--- src/hw/iov_pkg.sv ---
// Constants, field layouts and conversions for the input overvoltage fault block
package iov_pkg;

	// ------------------------------------------------------------
	// Command codes
	// ------------------------------------------------------------
	localparam logic [7:0] IOV_CMD_LIMIT = 8'h55; // Limit, word access
	localparam logic [7:0] IOV_CMD_RESP = 8'h56; // Response, byte access

	// ------------------------------------------------------------
	// Limit field layout and reset values
	// ------------------------------------------------------------
	localparam int IOV_EXP_MSB = 15; // Exponent top bit
	localparam int IOV_EXP_LSB = 11; // Exponent low bit
	localparam int IOV_MAN_MSB = 10; // Mantissa top bit
	localparam logic [4:0] IOV_LIMIT_RST_EXP = 5'h1E; // Exponent reset, 11110b
	localparam logic [10:0] IOV_LIMIT_RST_MAN = 11'h050; // Plain default mantissa

	// ------------------------------------------------------------
	// Response field layout and reset value
	// ------------------------------------------------------------
	localparam int IOV_ACT_MSB = 7; // Action field top bit
	localparam int IOV_ACT_LSB = 6; // Action field low bit
	localparam int IOV_RTY_MSB = 5; // Retry field top bit
	localparam int IOV_RTY_LSB = 3; // Retry field low bit
	localparam int IOV_DLY_MSB = 2; // Delay field top bit
	localparam logic [7:0] IOV_RESP_RST = 8'h80; // Plain default: immediate, latch off

	// Action encodings
	localparam logic [1:0] IOV_ACT_IGNORE = 2'h0;
	localparam logic [1:0] IOV_ACT_DELAYED = 2'h1;
	localparam logic [1:0] IOV_ACT_IMMEDIATE = 2'h2;
	localparam logic [1:0] IOV_ACT_INVALID = 2'h3;

	// Retry encodings
	localparam logic [2:0] IOV_RTY_LATCH = 3'h0;
	localparam logic [2:0] IOV_RTY_FOREVER = 3'h7;

	// ------------------------------------------------------------
	// Shutdown delays in switching cycles
	// ------------------------------------------------------------
	localparam logic [2:0] IOV_SHDN_SHORT = 3'h1; // Delay field 0..1
	localparam logic [2:0] IOV_SHDN_MID = 3'h3; // Delay field 2..4
	localparam logic [2:0] IOV_SHDN_LONG = 3'h7; // Delay field 5..7
	localparam logic [2:0] IOV_DLY_MID_LO = 3'h2; // First field value of middle band
	localparam logic [2:0] IOV_DLY_LONG_LO = 3'h5; // First field value of long band

	// ------------------------------------------------------------
	// Voltage scale: measured input in 1/256 V steps
	// ------------------------------------------------------------
	localparam int IOV_FRAC_BITS = 8; // Fraction bits of the fixed-point volt
	localparam logic signed [31:0] IOV_LIM_MIN = 32'sh0000_0400; // 4 V
	localparam logic signed [31:0] IOV_LIM_MAX = 32'sh0000_1400; // 20 V
	localparam int IOV_STEP_SHIFT = 6; // 0.25 V is 64 fixed-point steps
	localparam logic signed [31:0] IOV_STEP_HALF = 32'sh0000_0020; // Rounding half step
	localparam logic signed [31:0] IOV_Q_MIN = 32'sh0000_0010; // 4 V in quarter volts
	localparam logic signed [31:0] IOV_Q_MAX = 32'sh0000_0050; // 20 V in quarter volts
	localparam logic [4:0] IOV_Q_EXP = 5'h1E; // Exponent of a quarter volt

	// Linear word to fixed-point volts
	function automatic logic signed [31:0] iov_lin_to_fix(input logic [15:0] lin);
		logic signed [31:0] m;
		logic signed [5:0] e;
		m = 32'(signed'(lin[IOV_MAN_MSB:0]));
		e = 6'(signed'(lin[IOV_EXP_MSB:IOV_EXP_LSB])) + 6'sd8;
		if (e >= 0) begin
			iov_lin_to_fix = m <<< e;
		end else begin
			iov_lin_to_fix = m >>> (-e);
		end
	endfunction

	// Linear word to the nearest supported quarter-volt setting
	function automatic logic [15:0] iov_nearest(input logic [15:0] lin);
		logic signed [31:0] q;
		q = (iov_lin_to_fix(lin) + IOV_STEP_HALF) >>> IOV_STEP_SHIFT;
		if (q < IOV_Q_MIN) begin
			q = IOV_Q_MIN;
		end else if (q > IOV_Q_MAX) begin
			q = IOV_Q_MAX;
		end
		iov_nearest = {IOV_Q_EXP, q[IOV_MAN_MSB:0]};
	endfunction

endpackage

--- src/hw/iov_tmr_if.sv ---
// Carrier between the fault controller and its restart wait timer
`timescale 1ns/1ps
interface iov_tmr_if;
	logic start; // Pulse: begin a restart wait
	logic pwm_tick; // Pulse: one switching cycle
	logic [2:0] mult; // Rise-time multiple
	logic [15:0] rise_ticks; // Soft-start rise time in switching cycles
	logic done; // Pulse: wait elapsed
	logic busy; // Level: wait running

	modport ctl (output start, pwm_tick, mult, rise_ticks, input done, busy);
	modport tmr (input start, pwm_tick, mult, rise_ticks, output done, busy);
endinterface

--- src/hw/iov_restart_timer.sv ---
// Restart wait timer counting switching cycles
`timescale 1ns/1ps
module iov_restart_timer
	import iov_pkg::*;
(
	input wire logic ref_clk,
	input wire logic rst_n,
	iov_tmr_if.tmr tif
);

	// ------------------------------------------------------------
	// Count state
	// ------------------------------------------------------------
	logic [18:0] target_r; // Cycles to wait
	logic [18:0] count_r; // Cycles waited so far
	logic busy_r; // Wait in progress
	logic done_r; // Wait-elapsed pulse

	wire logic [18:0] target_nxt = 19'(tif.mult) * 19'(tif.rise_ticks);
	wire logic [18:0] count_inc = count_r + 19'h0_0001;
	wire logic at_end = tif.pwm_tick && (count_inc >= target_r);

	assign tif.busy = busy_r;
	assign tif.done = done_r;

	// Load on start, count switching cycles, pulse done at the end
	always_ff @(posedge ref_clk or negedge rst_n) begin
		if (!rst_n) begin
			target_r <= 19'h0_0000;
			count_r <= 19'h0_0000;
			busy_r <= 1'b0;
			done_r <= 1'b0;
		end else begin
			done_r <= 1'b0;
			if (tif.start) begin
				target_r <= target_nxt;
				count_r <= 19'h0_0000;
				busy_r <= 1'b1;
			end else if (busy_r && tif.pwm_tick) begin
				count_r <= count_inc;
				busy_r <= !at_end;
				done_r <= at_end;
			end
		end
	end

endmodule

--- src/hw/iov_fault_ctl.sv ---
// Input overvoltage limit, response setting and fault reaction
// What this block does
// - Limit holds linear exponent and mantissa
// - Fault when input voltage exceeds limit
// - Accept limits 4 V to 20 V only
// - Out-of-range limit write flags invalid data
// - Restore reloads nearest supported limit value
// - Response is one byte, byte access
// - Fault sets three status bits, alerts host
// - Action 00 ignores the fault
// - Action 01 shuts down after delay
// - Action 10 shuts down immediately
// - Action 11 and bad encodings rejected
// - Retry 0 latches off
// - Retry 1-6 waits, retries, then latches
// - Attempts during overvoltage still count
// - Retry 7 retries without limit
// - Delay 0-1: one cycle, one rise
// - Delay 2-4: three cycles, field rises
// - Delay 5-7: seven cycles, field rises
`timescale 1ns/1ps
module iov_fault_ctl
	import iov_pkg::*;
#(
	parameter logic [10:0] LIMIT_RST_MAN = IOV_LIMIT_RST_MAN,
	parameter logic [7:0] RESP_RST = IOV_RESP_RST
)
(
	input wire logic ref_clk,
	input wire logic rst_n,
	input wire logic [15:0] power_input_voltage,
	input wire logic pwm_tick,
	input wire logic [15:0] soft_start_rise_ticks,
	input wire logic startup_done,
	input wire logic output_on_cmd,
	input wire logic nvm_restore,
	input wire logic cmd_wr,
	input wire logic cmd_rd,
	input wire logic cmd_word,
	input wire logic [7:0] cmd_code,
	input wire logic [15:0] cmd_wdata,
	input wire logic clear_faults,
	output logic [15:0] rd_data,
	output logic rd_valid,
	output logic switching_enable,
	output logic input_overvoltage_event,
	output logic status_none_of_above,
	output logic status_word_input,
	output logic input_overvoltage_status_flag,
	output logic invalid_data_flag,
	output logic host_alert,
	output logic latched_off,
	output logic [2:0] retry_count
);

	// ------------------------------------------------------------
	// Types and storage
	// ------------------------------------------------------------
	typedef enum logic [1:0] {IOV_RUN, IOV_DELAY, IOV_WAIT, IOV_LATCH} iov_state_t;

	iov_state_t state_r; // Reaction state
	iov_state_t state_nxt; // Next reaction state
	logic [15:0] input_overvoltage_limit_r; // Limit word
	logic [7:0] input_overvoltage_response_r; // Response byte
	logic [2:0] dly_count_r; // Consecutive faulted cycles in delay
	logic [2:0] dly_count_nxt; // Next delay count
	logic [2:0] attempts_r; // Restart attempts made
	logic [2:0] attempts_nxt; // Next attempt count
	logic nota_r; // Status byte none-of-the-above
	logic word_in_r; // Status word input bit
	logic ov_flag_r; // Input status overvoltage bit
	logic inv_r; // Invalid data bit
	logic event_r; // One-cycle fault event
	logic [15:0] rd_data_r; // Read data
	logic rd_valid_r; // Read data valid
	logic tmr_start; // Begin a restart wait

	iov_tmr_if tif ();

	// ------------------------------------------------------------
	// Response field decode
	// ------------------------------------------------------------
	wire logic [1:0] action_field = input_overvoltage_response_r[IOV_ACT_MSB:IOV_ACT_LSB];
	wire logic [2:0] retry_field = input_overvoltage_response_r[IOV_RTY_MSB:IOV_RTY_LSB];
	wire logic [2:0] delay_field = input_overvoltage_response_r[IOV_DLY_MSB:0];

	// Shutdown delay in switching cycles from the delay field
	function automatic logic [2:0] shdn_cycles(input logic [2:0] dly);
		if (dly >= IOV_DLY_LONG_LO) begin
			shdn_cycles = IOV_SHDN_LONG;
		end else if (dly >= IOV_DLY_MID_LO) begin
			shdn_cycles = IOV_SHDN_MID;
		end else begin
			shdn_cycles = IOV_SHDN_SHORT;
		end
	endfunction

	// Restart wait multiple of the rise time; 0 and 1 both mean one rise time
	function automatic logic [2:0] wait_mult(input logic [2:0] dly);
		wait_mult = (dly < IOV_DLY_MID_LO) ? 3'h1 : dly;
	endfunction

	wire logic [2:0] shdn_len = shdn_cycles(delay_field);

	// ------------------------------------------------------------
	// Overvoltage comparison and write checks
	// ------------------------------------------------------------
	wire logic signed [31:0] limit_fix = iov_lin_to_fix(input_overvoltage_limit_r);
	wire logic signed [31:0] vin_fix = 32'(signed'({16'h0000, power_input_voltage}));
	wire logic over_limit = vin_fix > limit_fix;
	wire logic fault_tick = pwm_tick && over_limit;

	wire logic signed [31:0] wr_fix = iov_lin_to_fix(cmd_wdata);
	wire logic wr_limit = cmd_wr && (cmd_code == IOV_CMD_LIMIT);
	wire logic wr_resp = cmd_wr && (cmd_code == IOV_CMD_RESP);
	wire logic limit_ok = cmd_word && (wr_fix >= IOV_LIM_MIN) && (wr_fix <= IOV_LIM_MAX);
	wire logic resp_ok = !cmd_word &&
		(cmd_wdata[IOV_ACT_MSB:IOV_ACT_LSB] != IOV_ACT_INVALID);
	wire logic wr_bad = (wr_limit && !limit_ok) || (wr_resp && !resp_ok);

	// ------------------------------------------------------------
	// Limit register: reset, restore and checked writes
	// ------------------------------------------------------------
	always_ff @(posedge ref_clk or negedge rst_n) begin
		if (!rst_n) begin
			input_overvoltage_limit_r <= {IOV_LIMIT_RST_EXP, LIMIT_RST_MAN};
		end else if (nvm_restore) begin
			input_overvoltage_limit_r <= iov_nearest(input_overvoltage_limit_r);
		end else if (wr_limit && limit_ok) begin
			input_overvoltage_limit_r <= cmd_wdata;
		end
	end

	// ------------------------------------------------------------
	// Response register: only valid byte writes land
	// ------------------------------------------------------------
	always_ff @(posedge ref_clk or negedge rst_n) begin
		if (!rst_n) begin
			input_overvoltage_response_r <= RESP_RST;
		end else if (wr_resp && resp_ok) begin
			input_overvoltage_response_r <= cmd_wdata[7:0];
		end
	end

	// ------------------------------------------------------------
	// Read port: data registered one cycle after the strobe
	// ------------------------------------------------------------
	wire logic [15:0] rd_mux = (cmd_code == IOV_CMD_LIMIT) ? input_overvoltage_limit_r :
		(cmd_code == IOV_CMD_RESP) ? {8'h00, input_overvoltage_response_r} : 16'h0000;

	always_ff @(posedge ref_clk or negedge rst_n) begin
		if (!rst_n) begin
			rd_data_r <= 16'h0000;
			rd_valid_r <= 1'b0;
		end else begin
			rd_valid_r <= cmd_rd;
			if (cmd_rd) begin
				rd_data_r <= rd_mux;
			end
		end
	end

	// ------------------------------------------------------------
	// Status bits: hardware set wins over a clear in the same cycle
	// ------------------------------------------------------------
	always_ff @(posedge ref_clk or negedge rst_n) begin
		if (!rst_n) begin
			nota_r <= 1'b0;
			word_in_r <= 1'b0;
			ov_flag_r <= 1'b0;
			inv_r <= 1'b0;
			event_r <= 1'b0;
		end else begin
			event_r <= fault_tick;
			// Fault sets all three status bits
			nota_r <= fault_tick || (nota_r && !clear_faults);
			word_in_r <= fault_tick || (word_in_r && !clear_faults);
			ov_flag_r <= fault_tick || (ov_flag_r && !clear_faults);
			// Rejected writes set the invalid data bit
			inv_r <= wr_bad || (inv_r && !clear_faults);
		end
	end

	// ------------------------------------------------------------
	// Reaction state machine
	// ------------------------------------------------------------
	wire logic retry_left = (retry_field == IOV_RTY_FOREVER) ||
		(attempts_r < retry_field);
	wire logic [2:0] dly_inc = dly_count_r + 3'h1;

	always_comb begin
		state_nxt = state_r;
		dly_count_nxt = dly_count_r;
		attempts_nxt = attempts_r;
		tmr_start = 1'b0;
		case (state_r)
			IOV_RUN: begin
				// Switching; every faulted cycle is judged by the action field
				if (!output_on_cmd) begin
					attempts_nxt = 3'h0;
				end else if (fault_tick) begin
					if (action_field == IOV_ACT_DELAYED) begin
						state_nxt = IOV_DELAY;
						dly_count_nxt = 3'h0;
					end else if (action_field == IOV_ACT_IMMEDIATE) begin
						// Shutdown now, then retry policy
						if (retry_field != IOV_RTY_LATCH && retry_left) begin
							state_nxt = IOV_WAIT;
							tmr_start = 1'b1;
						end else begin
							state_nxt = IOV_LATCH;
						end
					end
					// Action 00 keeps running
				end else if (startup_done) begin
					attempts_nxt = 3'h0; // Successful startup ends the retry run
				end
			end
			IOV_DELAY: begin
				// Count consecutive faulted cycles, restart count when clear
				if (!output_on_cmd) begin
					state_nxt = IOV_RUN;
					attempts_nxt = 3'h0;
				end else if (pwm_tick && !over_limit) begin
					state_nxt = IOV_RUN;
				end else if (fault_tick) begin
					dly_count_nxt = dly_inc;
					if (dly_inc >= shdn_len) begin
						// Delay spent and fault persists
						if (retry_field != IOV_RTY_LATCH && retry_left) begin
							state_nxt = IOV_WAIT;
							tmr_start = 1'b1;
						end else begin
							state_nxt = IOV_LATCH;
						end
					end
				end
			end
			IOV_WAIT: begin
				// Off for one restart wait, then attempt a restart
				if (!output_on_cmd) begin
					state_nxt = IOV_RUN;
					attempts_nxt = 3'h0;
				end else if (tif.done) begin
					state_nxt = IOV_RUN;
					// Counted even when the input is still over the limit
					if (attempts_r != IOV_RTY_FOREVER) begin
						attempts_nxt = attempts_r + 3'h1;
					end
				end
			end
			IOV_LATCH: begin
				// Stay off until commanded off
				if (!output_on_cmd) begin
					state_nxt = IOV_RUN;
					attempts_nxt = 3'h0;
				end
			end
			default: begin
				state_nxt = IOV_LATCH;
			end
		endcase
	end

	// State, delay count and attempt count registers
	always_ff @(posedge ref_clk or negedge rst_n) begin
		if (!rst_n) begin
			state_r <= IOV_RUN;
			dly_count_r <= 3'h0;
			attempts_r <= 3'h0;
		end else begin
			state_r <= state_nxt;
			dly_count_r <= dly_count_nxt;
			attempts_r <= attempts_nxt;
		end
	end

	// ------------------------------------------------------------
	// Restart wait timer
	// ------------------------------------------------------------
	assign tif.start = tmr_start;
	assign tif.pwm_tick = pwm_tick;
	assign tif.mult = wait_mult(delay_field);
	assign tif.rise_ticks = soft_start_rise_ticks;

	iov_restart_timer u_timer (
		.ref_clk(ref_clk),
		.rst_n(rst_n),
		.tif(tif.tmr)
	);

	// ------------------------------------------------------------
	// Outputs
	// ------------------------------------------------------------
	assign switching_enable = output_on_cmd &&
		((state_r == IOV_RUN) || (state_r == IOV_DELAY));
	assign input_overvoltage_event = event_r;
	assign status_none_of_above = nota_r;
	assign status_word_input = word_in_r;
	assign input_overvoltage_status_flag = ov_flag_r;
	assign invalid_data_flag = inv_r;
	assign host_alert = nota_r || inv_r;
	assign latched_off = (state_r == IOV_LATCH);
	assign retry_count = attempts_r;
	assign rd_data = rd_data_r;
	assign rd_valid = rd_valid_r;

endmodule

--- config.mk ---
export PLATFORM = sky130hd
export DESIGN_NAME = iov_fault_ctl
export DESIGN_NICKNAME = d
export VERILOG_FILES = /design/src/hw/iov_pkg.sv /design/src/hw/iov_tmr_if.sv /design/src/hw/iov_restart_timer.sv /design/src/hw/iov_fault_ctl.sv
export SDC_FILE = /design/constraint.sdc
export NUM_CORES = 1
export LEC_CHECK = 0
export BUFFER_PORTS_ARGS = -buffer_cell sky130_fd_sc_hd__buf_2
export CAP_MARGIN = 20
export CORE_ASPECT_RATIO = 0.9
export CORE_MARGIN = 10
export CORE_UTILIZATION = 50
export CTS_CLUSTER_SIZE = 30
export DETAILED_ROUTE_END_ITERATION = 10
export HOLD_SLACK_MARGIN = 0.02
export PLACE_DENSITY = 0.69
export SLEW_MARGIN = 20
export SYNTH_ARGS = -nofsm -noshare
export SYNTH_HDL_FRONTEND = slang
export SYNTH_SLANG_ARGS = --single-unit
export TNS_END_PERCENT = 20
--- constraint.sdc ---
create_clock -name ref_clk -period 5.9 [get_ports ref_clk]
set_input_delay 1.77 -clock ref_clk [delete_from_list [all_inputs] [get_ports ref_clk]]
set_output_delay 1.77 -clock ref_clk [all_outputs]
set_load 0.02 [all_outputs]
==> Yosys cells after proc, flatten, opt, wreduce, memory -nomap -nowiden <==
Index checks and enable logic that the tools add are counted.
{ "op_classes": {"mux": 56, "eq_ne": 25, "magnitude_cmp": 13, "n_reduce_logical": 42, "multipliers": 1, "n_shift": 4, "add_sub_neg": 8} }
{ "op_table": {"columns": ["operator", "n"], "rows": [
  ["32-bit 2-to-1 mux", 3],
  ["11-bit by 6-bit <<< shifter with 32-bit output", 2],
  ["11-bit by 6-bit >>> shifter with 32-bit output", 2],
  ["16-bit 2-to-1 mux", 3],
  ["3-bit 2-to-1 mux", 15],
  ["19-bit 2-to-1 mux", 2],
  ["32-bit by 7-bit adder with 32-bit output (second input constant)", 1],
  ["32-bit by 12-bit >= comparator with 1-bit output (second input constant)", 1],
  ["17-bit by 32-bit > comparator with 1-bit output", 1],
  ["32-bit by 14-bit less-or-equal comparator with 1-bit output (second input constant)", 1],
  ["26-bit by 8-bit > comparator with 1-bit output (second input constant)", 1],
  ["26-bit by 6-bit less-than comparator with 1-bit output (second input constant)", 1],
  ["2-bit 2-to-1 mux", 12],
  ["11-bit 2-to-1 mux", 2],
  ["19-bit by 1-bit adder with 19-bit output (second input constant)", 1],
  ["19-bit >= comparator", 1],
  ["1-bit logical AND", 19],
  ["3-bit by 16-bit multiplier with 19-bit output", 1],
  ["2-bit != test (second input constant)", 9],
  ["8-bit by 7-bit == test with 1-bit output (second input constant)", 2],
  ["3-bit != test (second input constant)", 5],
  ["1-bit 2-to-1 mux", 14],
  ["7-bit AND reduction", 2],
  ["5-bit by 5-bit adder with 6-bit output (second input constant)", 2],
  ["other kinds (25)", 46]
]} }
{ "word_totals": {"register_bits": 94, "in_bits": 66, "output_inout_bits": 28, "elab_cells": 165} }

==> Longest topological paths before layout <==
Gate-level depths: netlist (run 1).
{ "depth": {"word_depth": 11, "ltp_mapped": 23, "depth_no_buf": 19} }

==> Modules after synthesis <==
Synthesis (run 1) repeated with hierarchy kept, for this count alone.
{ "unflattened": {"hier_cells": 1215, "hier_area_um2": 10037.1} }
{ "by_module_without_submodules": {"columns": ["mod", "instances", "area_per_inst_um2", "cells_per_inst", "seq_area_each_um2"], "rows": [
  ["iov_fault_ctl", 1, 6281.0, 765, 1360.1],
  ["iov_restart_timer", 1, 3756.1, 450, 1001.0]
]} }

==> Worst setup path after synthesis (run 1) <==
OpenSTA, ideal clock, no wires.
{ "synth_timing": {"path_kind": "flip-flop to flip-flop", "start": "reg input_overvoltage_limit_r[14]", "end": "reg u_timer.target_r[14]", "setup_time_ps": 79, "arrival_time_ps": 4871, "stages_incl_launch_ff": 21, "path_buffers": 5, "period_less_slack_ps": 4950, "t_required_ps": 5821, "slack_ps": 950, "cell_sequence": "dfstp_2 clkbuf_1 inv_1 clkbuf_1 ha_1 clkbuf_1 nor3b_1 nand2_1 nor3_1 or2_2 clkbuf_1 nor2_1 ha_1 nand4_1 nor2_1 a311o_1 nor3b_2 o211ai_2 a2111oi_4 buf_4 mux2i_1"} }
{ "synth_between": {"elab_chain_cells": 10, "word_cells_on_any_way": 16, "classes_between": "add/sub: 2; order compare: 2; shift: 2; mux: 7; reduce/logical: 3"} }
{ "synth_rtl": {"columns": ["item", "line", "rtl"], "rows": [
  ["start: declaration", "iov_fault_ctl.sv:63", "logic [15:0] input_overvoltage_limit_r;"],
  ["start signal: assignment", "iov_fault_ctl.sv:126", "input_overvoltage_limit_r <= {IOV_LIMIT_RST_EXP, LIMIT_RST_MAN};"],
  ["start signal: assignment", "iov_fault_ctl.sv:128", "input_overvoltage_limit_r <= iov_nearest(input_overvoltage_limit_r);"],
  ["start signal: assignment", "iov_fault_ctl.sv:130", "input_overvoltage_limit_r <= cmd_wdata;"],
  ["5-bit by 5-bit adder with 6-bit output (*)", "iov_pkg.sv:65", "e = 6'(signed'(lin[IOV_EXP_MSB:IOV_EXP_LSB])) + 6'sd8;"],
  ["6-bit negation", "iov_pkg.sv:69", "iov_lin_to_fix = m >>> (-e);"],
  ["11-bit by 6-bit >>> shifter with 32-bit output", "iov_pkg.sv:69", null],
  ["32-bit 2-to-1 mux (*)", "iov_pkg.sv:66", "if (e >= 0) begin"],
  ["17-bit by 32-bit > comparator with 1-bit output (*)", "iov_fault_ctl.sv:110", "wire logic over_limit = vin_fix > limit_fix;"],
  ["1-bit logical AND or 1-bit logical NOT (tied branches)", "iov_fault_ctl.sv:111, iov_fault_ctl.sv:224", null],
  ["1-bit 2-to-1 mux or 1-bit logical AND (tied branches)", "iov_fault_ctl.sv:226, iov_fault_ctl.sv:224", null],
  ["1-bit 2-to-1 mux", "iov_fault_ctl.sv:224", "end else if (pwm_tick && !over_limit) begin"],
  ["1-bit 2-to-1 mux", "iov_fault_ctl.sv:221", "if (!output_on_cmd) begin"],
  ["1-bit case mux with 2 select lines (*)", "iov_fault_ctl.sv:196", "case (state_r)"],
  ["end signal: assignment", "iov_restart_timer.sv:36", "target_r <= target_nxt;"],
  ["end: declaration", "iov_restart_timer.sv:14", "logic [18:0] target_r;"]
]} }
Mark *: on every way between the ends. The rest lies on a longest branch, timed or not.
A chain may end at the register's enable or synchronous reset.

==> Worst setup path after layout (run 1) <==
{ "layout_timing": {"start": "reg input_overvoltage_limit_r[14]", "end": "reg u_timer.target_r[15]"} }
Same word-level chain as after synthesis.

==> results of run 1 <==
per-stage QoR:
stage / hold WS (ns) / instances / util / worst slack, ns
after floorplan: 0.450 / 1203 / - / 0.950
after global placement: 0.460 / 1500 / 0.538 / 0.700
after detailed placement: 0.470 / 1500 / 0.538 / 0.683
after CTS: 0.488 / 1516 / 0.555 / 0.848
after global routing: 0.524 / 1516 / 0.555 / 0.505
final: 0.491 / 1517 / 0.556 / 0.739
cell families after synthesis:
logic type	Yosys count	share of synthesized area
compound gates	293	0.202
simple gates	404	0.195
xor+xnor	55	0.0481
flops	94	0.236
buf+inv	175	0.0711
fa+ha+maj	85	0.118
mux	97	0.131
worst reg2reg max path: cells and delay by family (launching register included):
| family | cells | cell delay (ns) |
|---|---|---|
| buffers and inverters | 2 | 0.39 |
| and+or+nand+nor | 9 | 2.32 |
| AOI/OAI and AO/OA | 4 | 1.14 |
| adders and majority gates | 2 | 0.65 |
| DFF | 1 | 0.53 |
power groups by stage:
| stage | registers (W) | clock network, W | logic, W |
|---|---|---|---|
| after floorplan | 0.000815 | 0 | 0.000571 |
| after global placement | 0.000841 | 0 | 0.000749 |
| after detailed placement | 0.000844 | 0 | 0.000774 |
| after CTS | 0.000833 | 0.000673 | 0.000782 |
| after global routing | 0.000847 | 0.000694 | 0.000882 |
| final | 0.000835 | 0.000665 | 0.000792 |
final timing paths:
kind	start	endpoint	slack (ns)	cells after the start
hold reg to reg	status_word_input	status_word_input	0.49	1
setup reg to reg	input_overvoltage_limit_r[14]	u_timer.target_r[15]	0.74	17
setup / recovery	input_overvoltage_limit_r[14]	u_timer.target_r[15]	0.74	17
min in group asynchronous	rst_n	u_timer.count_r[16]	1.46	1
max in group asynchronous	rst_n	input_overvoltage_response_r[7]	3.42	2
hold / removal	status_word_input	status_word_input	0.49	1
Yosys cell counts, types with 29 or more instances:
cell type / count / share of area
inv_1: 99 / 0.037
a21oi_1: 48 / 0.024
nor2_1: 110 / 0.041
nand2_1: 128 / 0.048
xor2_1: 33 / 0.029
clkbuf_1: 45 / 0.017
o21ai_0: 61 / 0.031
ha_1: 70 / 0.088
mux2_2: 29 / 0.033
dfrtp_1: 87 / 0.22
nand3_1: 31 / 0.016
mux2i_1: 42 / 0.042
cells in the final DEF (no fill, tap or decap), types with 13 or more instances in the layout:
master,n
nand2_1,128
nor2_1,110
inv_1,99
buf_2,92
dfrtp_1,87
ha_1,70
o21ai_0,61
a21oi_1,48
mux2i_1,42
xor2_1,33
nand3_1,31
mux2_2,29
mux4_2,24
buf_4,24
xnor2_1,22
nor2b_1,20
nor3_1,19
a21o_1,18
and3_1,15
a31oi_1,15
o21ai_1,15
fa_1,15
nand2b_1,13
layer usage:
metal,vias to the layer above,wire length [microns],GRT usage
li1,4421,-,-
met1,4387,13600,0.311
met2,365,12000,0.309
met3,35,2090,0.0370
met4,0,390,0.0522
met5,-,0,0
final cells by class:
type                            instances  area share
Multi-Input combinational cell        934       0.631
Sequential cell                        94       0.215
Timing Repair Buffer                  117      0.0600
Inverter                              100      0.0341
Tap cell                              255      0.0290
Clock buffer                           12      0.0242
Clock inverter                          4     0.00694
Antenna cell                            1    0.000227
registers in the layout, summed over array words and instances (netlist names):
| name | cells |
|---|---|
| u_timer.count_r | 19 |
| u_timer.target_r | 19 |
| input_overvoltage_limit_r | 16 |
| rd_data | 16 |
| input_overvoltage_response_r | 8 |
| dly_count_r | 3 |
| retry_count | 3 |
| state_r | 2 |
| input_overvoltage_event | 1 |
| input_overvoltage_status_flag | 1 |
| invalid_data_flag | 1 |
| rd_valid | 1 |
| status_none_of_above | 1 |
| status_word_input | 1 |
| u_timer.tif.busy | 1 |
| u_timer.tif.done | 1 |
==> results_dict.tcl, run 1 <==
set metrics [dict create \
    status "finished clean" \
    hold_viol_final 0 \
    required_ns 6.13 \
    synth_edf_count 0 \
    drv_cap 0 \
    fmax_ghz 0.194 \
    power_frac_seq 0.364 \
    synth_cells 1203 \
    cts_tree "yes" \
    grt_max_degree 55 \
    finalCritPeriodShare 0.875 \
    hpwl_microns 21500 \
    nNetsFinal 1407 \
    multiInputGateArea_sq_um 6940 \
    grt-ovfl-total 0 \
    drc 0 \
    routed_via_density 6.07 \
    setup_viol 0 \
    slew_headroom 0.288 \
    ys_warn_count 0 \
    htreeDepth 3 \
    intPower_w 0.00149 \
    clock-root-buffer "clkbuf_16" \
    dr.pass1.iters 6 \
    rsz0062_at_grt "false" \
    synth.distinct_cells 85 \
    vias 9208 \
    clock_skew_ns 0.0105 \
    postCtsHoldBufs 0 \
    setup_tns_ns 0 \
    numCtsBuffers 9 \
    ant_nets 0 \
    critPathMaxFanout 54 \
    cpMaxStageDelayCell "nor3b_1" \
    drt-total-wl_microns 28100 \
    ys_seq_area_frac 0.236 \
    path_buf_inv 2 \
    power.switching_w 0.000806 \
    swShare 0.351 \
    regArea_sq_um 2360 \
    clk_latency_ns 0.36 \
    startpoint_type "flip-flop" \
    drt_iter0_markers 1009 \
    pwr-share-clk 0.290 \
    cts_buffer_depth 2 \
    core.rowCount 49 \
    syn-num-nets 1354 \
    synth_top_flop_cell "dfrtp_1" \
    synth.avg_cell_area_sq_um 8.32 \
    area.growth.synth_to_final_pct 9.93 \
    clkTransAtPathRegs_ns 0.06 \
    hold_path_class "flip-flop to flip-flop" \
    fillers 1795 \
    vdd_ir_drop_max_mv 0.160 \
    netlist_area_sq_um 10000 \
    synth-seq-cells 94 \
    power_density_nw_per_um2 208 \
    async_flop_share 1.00 \
    final_area_sq_um 11000 \
    p_leak_nw 5.17 \
    cp.arrival_ns 5.39 \
    crit_family "simple AND/OR/NAND/NOR gates" \
    critical_path.max_stage_delay_ns 0.71 \
    io_buffers 93 \
    clkSinkCount 94 \
    wire_per_inst_microns 18.5 \
    post_cts_buffers 0 \
    die_x_microns 169 \
    path_class "flip-flop to flip-flop" \
    power_w 0.00229 \
    cts_resized 0 \
    place.gp.congestion 0.988 \
    die-area_sq_um 26100 \
    worst_pin_slew_ns 1.06 \
    dpl_cell_area_sq_um 10700 \
    fin_crit_ns 5.16 \
    die_y_microns 154 \
    end_kind "flip-flop" \
    track_usage 0.210 \
    core_sq_um 19800 \
    maxSlewViolCount 0 \
    start_util 0.505 \
    drive_above_1_share 0.171 \
    grt_pass1_vias 8731 \
    io_pins 94 \
    grt_pass1_wl_microns 45700 \
    pwr-share-comb 0.345 \
    crit_chain "inv_1, ha_1, nor3b_1, nand2_1, nor3_1, or2_2, nor2_1, ha_1, nand4_1, nor2_1, a311o_1, nor3b_2, o211ai_2, a2111oi_4, buf_12, nand2b_1, o41ai_1" \
    antenna_found_initial 1 \
]
No activity file was read; power rests on OpenSTA's default activity.
==> inputs of run 2 (changes only) <==
--- a/config.mk
+++ b/config.mk
@@ -9,11 +9,11 @@
 export CAP_MARGIN = 20
 export CORE_ASPECT_RATIO = 0.9
 export CORE_MARGIN = 10
-export CORE_UTILIZATION = 50
+export CORE_UTILIZATION = 60
 export CTS_CLUSTER_SIZE = 30
 export DETAILED_ROUTE_END_ITERATION = 10
 export HOLD_SLACK_MARGIN = 0.02
-export PLACE_DENSITY = 0.69
+export PLACE_DENSITY = 0.81
 export SLEW_MARGIN = 20
 export SYNTH_ARGS = -nofsm -noshare
 export SYNTH_HDL_FRONTEND = slang
==> run 2 against run 1 <==
Compared with the run above: count of clock-buffer cells in the layout is 3 lower; die area is 15% lower; final cell count is 3.4% lower; combinational power is 3.3% lower; register-to-register slack worse by 0.06 ns; clock skew is 0.0093 ns higher; largest cell class unchanged.
==> results_dict.tcl, run 2 (synthesized netlist as in run 1, its figures left out) <==
set metrics [dict create \
    vias 9392 \
    grt_max_degree 58 \
    top_regs "u_timer.count_r: 19 flops, u_timer.target_r: 19 flops" \
    drv_cap 0 \
    vdd_ir_drop_max_mv 0.174 \
    area.growth.synth_to_final_pct 8.40 \
    hold_start "input_overvoltage_status_flag" \
    grt-ovfl-total 0 \
    reg2reg_from "input_overvoltage_limit_r[12]" \
    intPower_w 0.00137 \
    rr_endpoint "u_timer.target_r[15]" \
    rsz0062_at_grt "false" \
    layout_commonest_cell "nand2_1" \
    r2r_slack_ns 0.68 \
    power.switching_w 0.000832 \
    pwr-share-clk 0.265 \
    fillers 1343 \
    hpwl_microns 21900 \
    critPathMaxFanout 23 \
    holdPathStages 1 \
    grt_pass1_vias 8972 \
    postCtsHoldBufs 0 \
    nNetsFinal 1401 \
    cts_resized 0 \
    fmax_ghz 0.192 \
    hold_viol_final 0 \
    antenna_found_initial 4 \
    numCtsBuffers 9 \
    drc 0 \
    maxSlewViolCount 0 \
    busiest_layer "met2" \
    slew_headroom 0.330 \
    worst_pin_slew_ns 0.997 \
    start_util 0.616 \
    core.rowCount 44 \
    reg2reg_depth 15 \
    die_y_microns 143 \
    end_kind "flip-flop" \
    clk_latency_ns 0.37 \
    clkSinkCount 94 \
    p_leak_nw 5.11 \
    drt_iter0_markers 905 \
    mostFrequentLayoutCells "nand2_1 (128), nor2_1 (110), inv_1 (99)" \
    status "finished clean" \
    htreeDepth 3 \
    io_buffers 93 \
    power_w 0.00220 \
    met3_usage 0.0725 \
    io_pins 94 \
    core_sq_um 16200 \
    grt_pass1_wl_microns 46800 \
    cp.arrival_ns 5.48 \
    die-area_sq_um 22300 \
    track_usage 0.258 \
    hold_path_class "flip-flop to flip-flop" \
    swShare 0.378 \
    power_density_nw_per_um2 203 \
    drive_above_1_share 0.167 \
    pwr-share-comb 0.348 \
    startpoint_type "flip-flop" \
    grtUsageMet2 0.381 \
    post_cts_buffers 0 \
    cpMaxStageDelayCell "dfstp_2" \
    ant_nets 0 \
    path_class "flip-flop to flip-flop" \
    fin_crit_ns 5.22 \
    met1_usage 0.359 \
    routed_via_density 6.41 \
    critical_path.max_stage_delay_ns 0.84 \
    clock_skew_ns 0.0198 \
    setup_tns_ns 0 \
    die_x_microns 156 \
    hold_path_end "input_overvoltage_status_flag" \
    power_frac_seq 0.387 \
    clock-root-buffer "clkbuf_16" \
    place.gp.congestion 1.03 \
    cts_buffer_depth 2 \
    clkTransAtPathRegs_ns 0.08 \
    drt-total-wl_microns 28800 \
    wire_per_inst_microns 19.6 \
    crit_chain "inv_1, ha_1, xor2_1, buf_4, mux2_2, a211oi_2, ha_1, nand2_1, nor2_1, a311o_1, nor3b_2, o211ai_2, a211oi_2, nand2_1, o41ai_1" \
    required_ns 6.16 \
    finalCritPeriodShare 0.884 \
    cts_tree "yes" \
    setup_viol 0 \
    dr.pass1.iters 6 \
]
## run 2: layer usage
layer,share of wire,wire length (microns)
met3,0.094,2710
met4,0.022,633
met5,0.00045,13
met2,0.44,12600
met1,0.45,12900
## run 2: worst max path at each step
stage                                             start                           end  cells after the start
after global routing      input_overvoltage_limit_r[12]                retry_count[2]                     19
after global placement                    cmd_wdata[11]  input_overvoltage_limit_r[4]                     10
after CTS                 input_overvoltage_limit_r[12]                retry_count[2]                     19
after floorplan           input_overvoltage_limit_r[14]          u_timer.target_r[14]                     20
final                     input_overvoltage_limit_r[12]          u_timer.target_r[15]                     15
after detailed placement                  cmd_wdata[11]  input_overvoltage_limit_r[4]                     10
## run 2: power by group through the flow
stage	Sequential, W	Clock [W]	Combinational, W
final	0.000853	0.000584	0.000766
after floorplan	0.000815	0	0.000571
after global placement	0.000856	0	0.000720
after global routing	0.000866	0.000616	0.000857
after detailed placement	0.000861	0	0.000747
after CTS	0.000849	0.000585	0.000757
## run 2: stage by stage
stage	std cells	hold slack [ns]	setup slack (ns)	util	area [sq um]
after floorplan	1203	0.450	0.950	-	10000
after global placement	1446	0.459	0.677	0.650	10600
after detailed placement	1446	0.473	0.542	0.650	10600
after CTS	1462	0.490	0.697	0.667	10800
after global routing	1464	0.516	0.391	0.668	10800
final	1466	0.489	0.683	0.668	10800
## run 2: area by class of cell
type	instances	area, sq um	area share
inverter	100	375	0.0346
sequential	94	2360	0.218
clock inverter	7	62.6	0.00577
timing repair buffer	111	616	0.0567
antenna	4	10.0	0.000923
tap	207	259	0.0239
multi-input combinational	934	6940	0.640
clock buffer	9	225	0.0208
## run 2: critical path, delay by kind of cell, from the launching register on
kind | cells | cell delay, ns
AO/OA/AOI/OAI | 5 | 2.01
XOR/XNOR | 1 | 0.43
adder cells (fa/ha/maj) | 2 | 0.61
buffers and inverters | 2 | 0.36
flip-flops | 1 | 0.84
multiplexers | 1 | 0.35
AND/OR/NAND/NOR | 4 | 0.51
==> inputs of run 3 (changes only) <==
--- a/config.mk
+++ b/config.mk
@@ -9,11 +9,10 @@
 export CAP_MARGIN = 20
 export CORE_ASPECT_RATIO = 0.9
 export CORE_MARGIN = 10
-export CORE_UTILIZATION = 60
+export CORE_UTILIZATION = 45
 export CTS_CLUSTER_SIZE = 30
 export DETAILED_ROUTE_END_ITERATION = 10
 export HOLD_SLACK_MARGIN = 0.02
-export PLACE_DENSITY = 0.81
 export SLEW_MARGIN = 20
 export SYNTH_ARGS = -nofsm -noshare
 export SYNTH_HDL_FRONTEND = slang
==> run 3 against run 2 <==
Compared with the run above: sequential cell count is the same; largest power group unchanged; first-iteration DRC count fell by 5.0%; global-route usage shrank 5.3 points; critical path type unchanged; clock power is 20% higher; count of clock-buffer cells in the layout rose by 2; highest routed layer is now met4; largest cell class unchanged; hold slack got worse by 0.0063 ns; combinational power rose by 2%.
==> results_dict.tcl, run 3 (synthesized netlist as in run 1, its figures left out) <==
set metrics [dict create \
    clkTransAtPathRegs_ns 0.07 \
    cts_buffer_depth 2 \
    drc 0 \
    vias 8997 \
    power_w 0.00232 \
    die_y_microns 161 \
    maxSlewViolCount 0 \
    regArea_sq_um 2360 \
    path_class "flip-flop to flip-flop" \
    drive_above_1_share 0.175 \
    setup_tns_ns 0 \
    hpwl_microns 22600 \
    grt-ovfl-total 0 \
    wire_per_inst_microns 18.9 \
    critPathMaxFanout 54 \
    required_ns 6.13 \
    die_x_microns 177 \
    clkSinkCount 94 \
    grt_pass1_wl_microns 47600 \
    die-area_sq_um 28600 \
    status "finished clean" \
    layout_commonest_cell "nand2_1" \
    setup_viol 0 \
    clock-root-buffer "clkbuf_16" \
    drt_iter0_markers 860 \
    io_buffers 93 \
    dr.pass1.iters 5 \
    fmax_ghz 0.198 \
    core_sq_um 21800 \
    hold_viol_final 0 \
    end_kind "flip-flop" \
    fillers 2087 \
    antenna_found_initial 0 \
    multiInputGateArea_sq_um 6940 \
    ant_nets 0 \
    grt_max_degree 66 \
    nNetsFinal 1412 \
    worst_pin_slew_ns 1.07 \
    start_util 0.460 \
    n_antenna_cell 0 \
    htreeDepth 3 \
    track_usage 0.205 \
    clock_skew_ns 0.00979 \
    rsz0062_at_grt "false" \
    finalCritPeriodShare 0.858 \
    hold_path_class "flip-flop to flip-flop" \
    vdd_ir_drop_max_mv 0.151 \
    top_regs "u_timer.count_r: 19 flops, u_timer.target_r: 19 flops" \
    core.rowCount 51 \
    slew_headroom 0.278 \
    power_density_nw_per_um2 209 \
    drv_cap 0 \
    fin_crit_ns 5.06 \
    mostFrequentLayoutCells "nand2_1 (128), nor2_1 (110), inv_1 (99)" \
    area.growth.synth_to_final_pct 10.9 \
    routed_via_density 5.78 \
    fin_util 0.510 \
    clk_latency_ns 0.36 \
    cp.arrival_ns 5.29 \
    grt_pass1_vias 8523 \
    cts_tree "yes" \
    io_pins 94 \
    postCtsHoldBufs 0 \
    startpoint_type "flip-flop" \
    place.gp.congestion 0.936 \
    drt-total-wl_microns 29400 \
    cts_resized 0 \
    p_leak_nw 5.21 \
    post_cts_buffers 0 \
    numCtsBuffers 9 \
]
-- run 3: critical path, stage by stage (launching register included) --
cell and delay, ns:
dfstp_2 0.64, buf_4 0.24, ha_1 0.18, nor4b_4 0.28
xor2_1 0.37, a31oi_1 0.29, a211oi_1 0.59, ha_1 0.38
nand2_1 0.10, nor3_1 0.05, a311o_1 0.36, nor3b_2 0.19
o211ai_2 0.26, a2111oi_4 0.48, buf_12 0.29, nand2b_1 0.15
o41ai_1 0.07
-- run 3: per-stage QoR --
stage	worst slack [ns]	instance area (sq um)	hold slack [ns]	std cells
2_1_floorplan	0.950	10000	0.450	1203
3_3_place_gp	0.685	10700	0.461	1541
3_5_place_dp	0.655	10700	0.472	1541
4_1_cts	0.829	11100	0.488	1557
5_1_grt	0.500	11100	0.507	1557
6_report	0.840	11100	0.482	1557
-- run 3: final timing paths --
check | startpoint | to | slack, ns | depth (start not counted)
min | input_overvoltage_status_flag | input_overvoltage_status_flag | 0.48 | 1
max in group asynchronous | rst_n | input_overvoltage_limit_r[13] | 3.41 | 2
min in group asynchronous | rst_n | u_timer.count_r[16] | 1.51 | 1
max reg2reg | input_overvoltage_limit_r[14] | u_timer.target_r[15] | 0.84 | 16
max | input_overvoltage_limit_r[14] | u_timer.target_r[15] | 0.84 | 16
min reg2reg | input_overvoltage_status_flag | input_overvoltage_status_flag | 0.48 | 1
-- run 3: layout make-up --
type	instances	area share
multi-input combinational	934	0.626
sequential	94	0.213
timing repair buffer	122	0.0629
inverter	100	0.0338
tap	291	0.0328
clock buffer	11	0.0228
clock inverter	5	0.00936
-- run 3: routing by layer --
metal / wire (microns) / global-route usage / part of all wire / up-vias
met4: 369 / 0.0397 / 0.013 / 0
met1: 15300 / 0.324 / 0.52 / 4273
li1: - / - / - / 4417
met5: 0 / 0 / 0 / -
met3: 1840 / 0.0389 / 0.063 / 24
met2: 12000 / 0.276 / 0.41 / 283
-- run 3: power by group --
part / internal (W) / switching [W] / total, W
Sequential: 0.000749 / 0.0000872 / 0.000836
Combinational: 0.000331 / 0.000449 / 0.000781
Clock: 0.000438 / 0.000261 / 0.000700
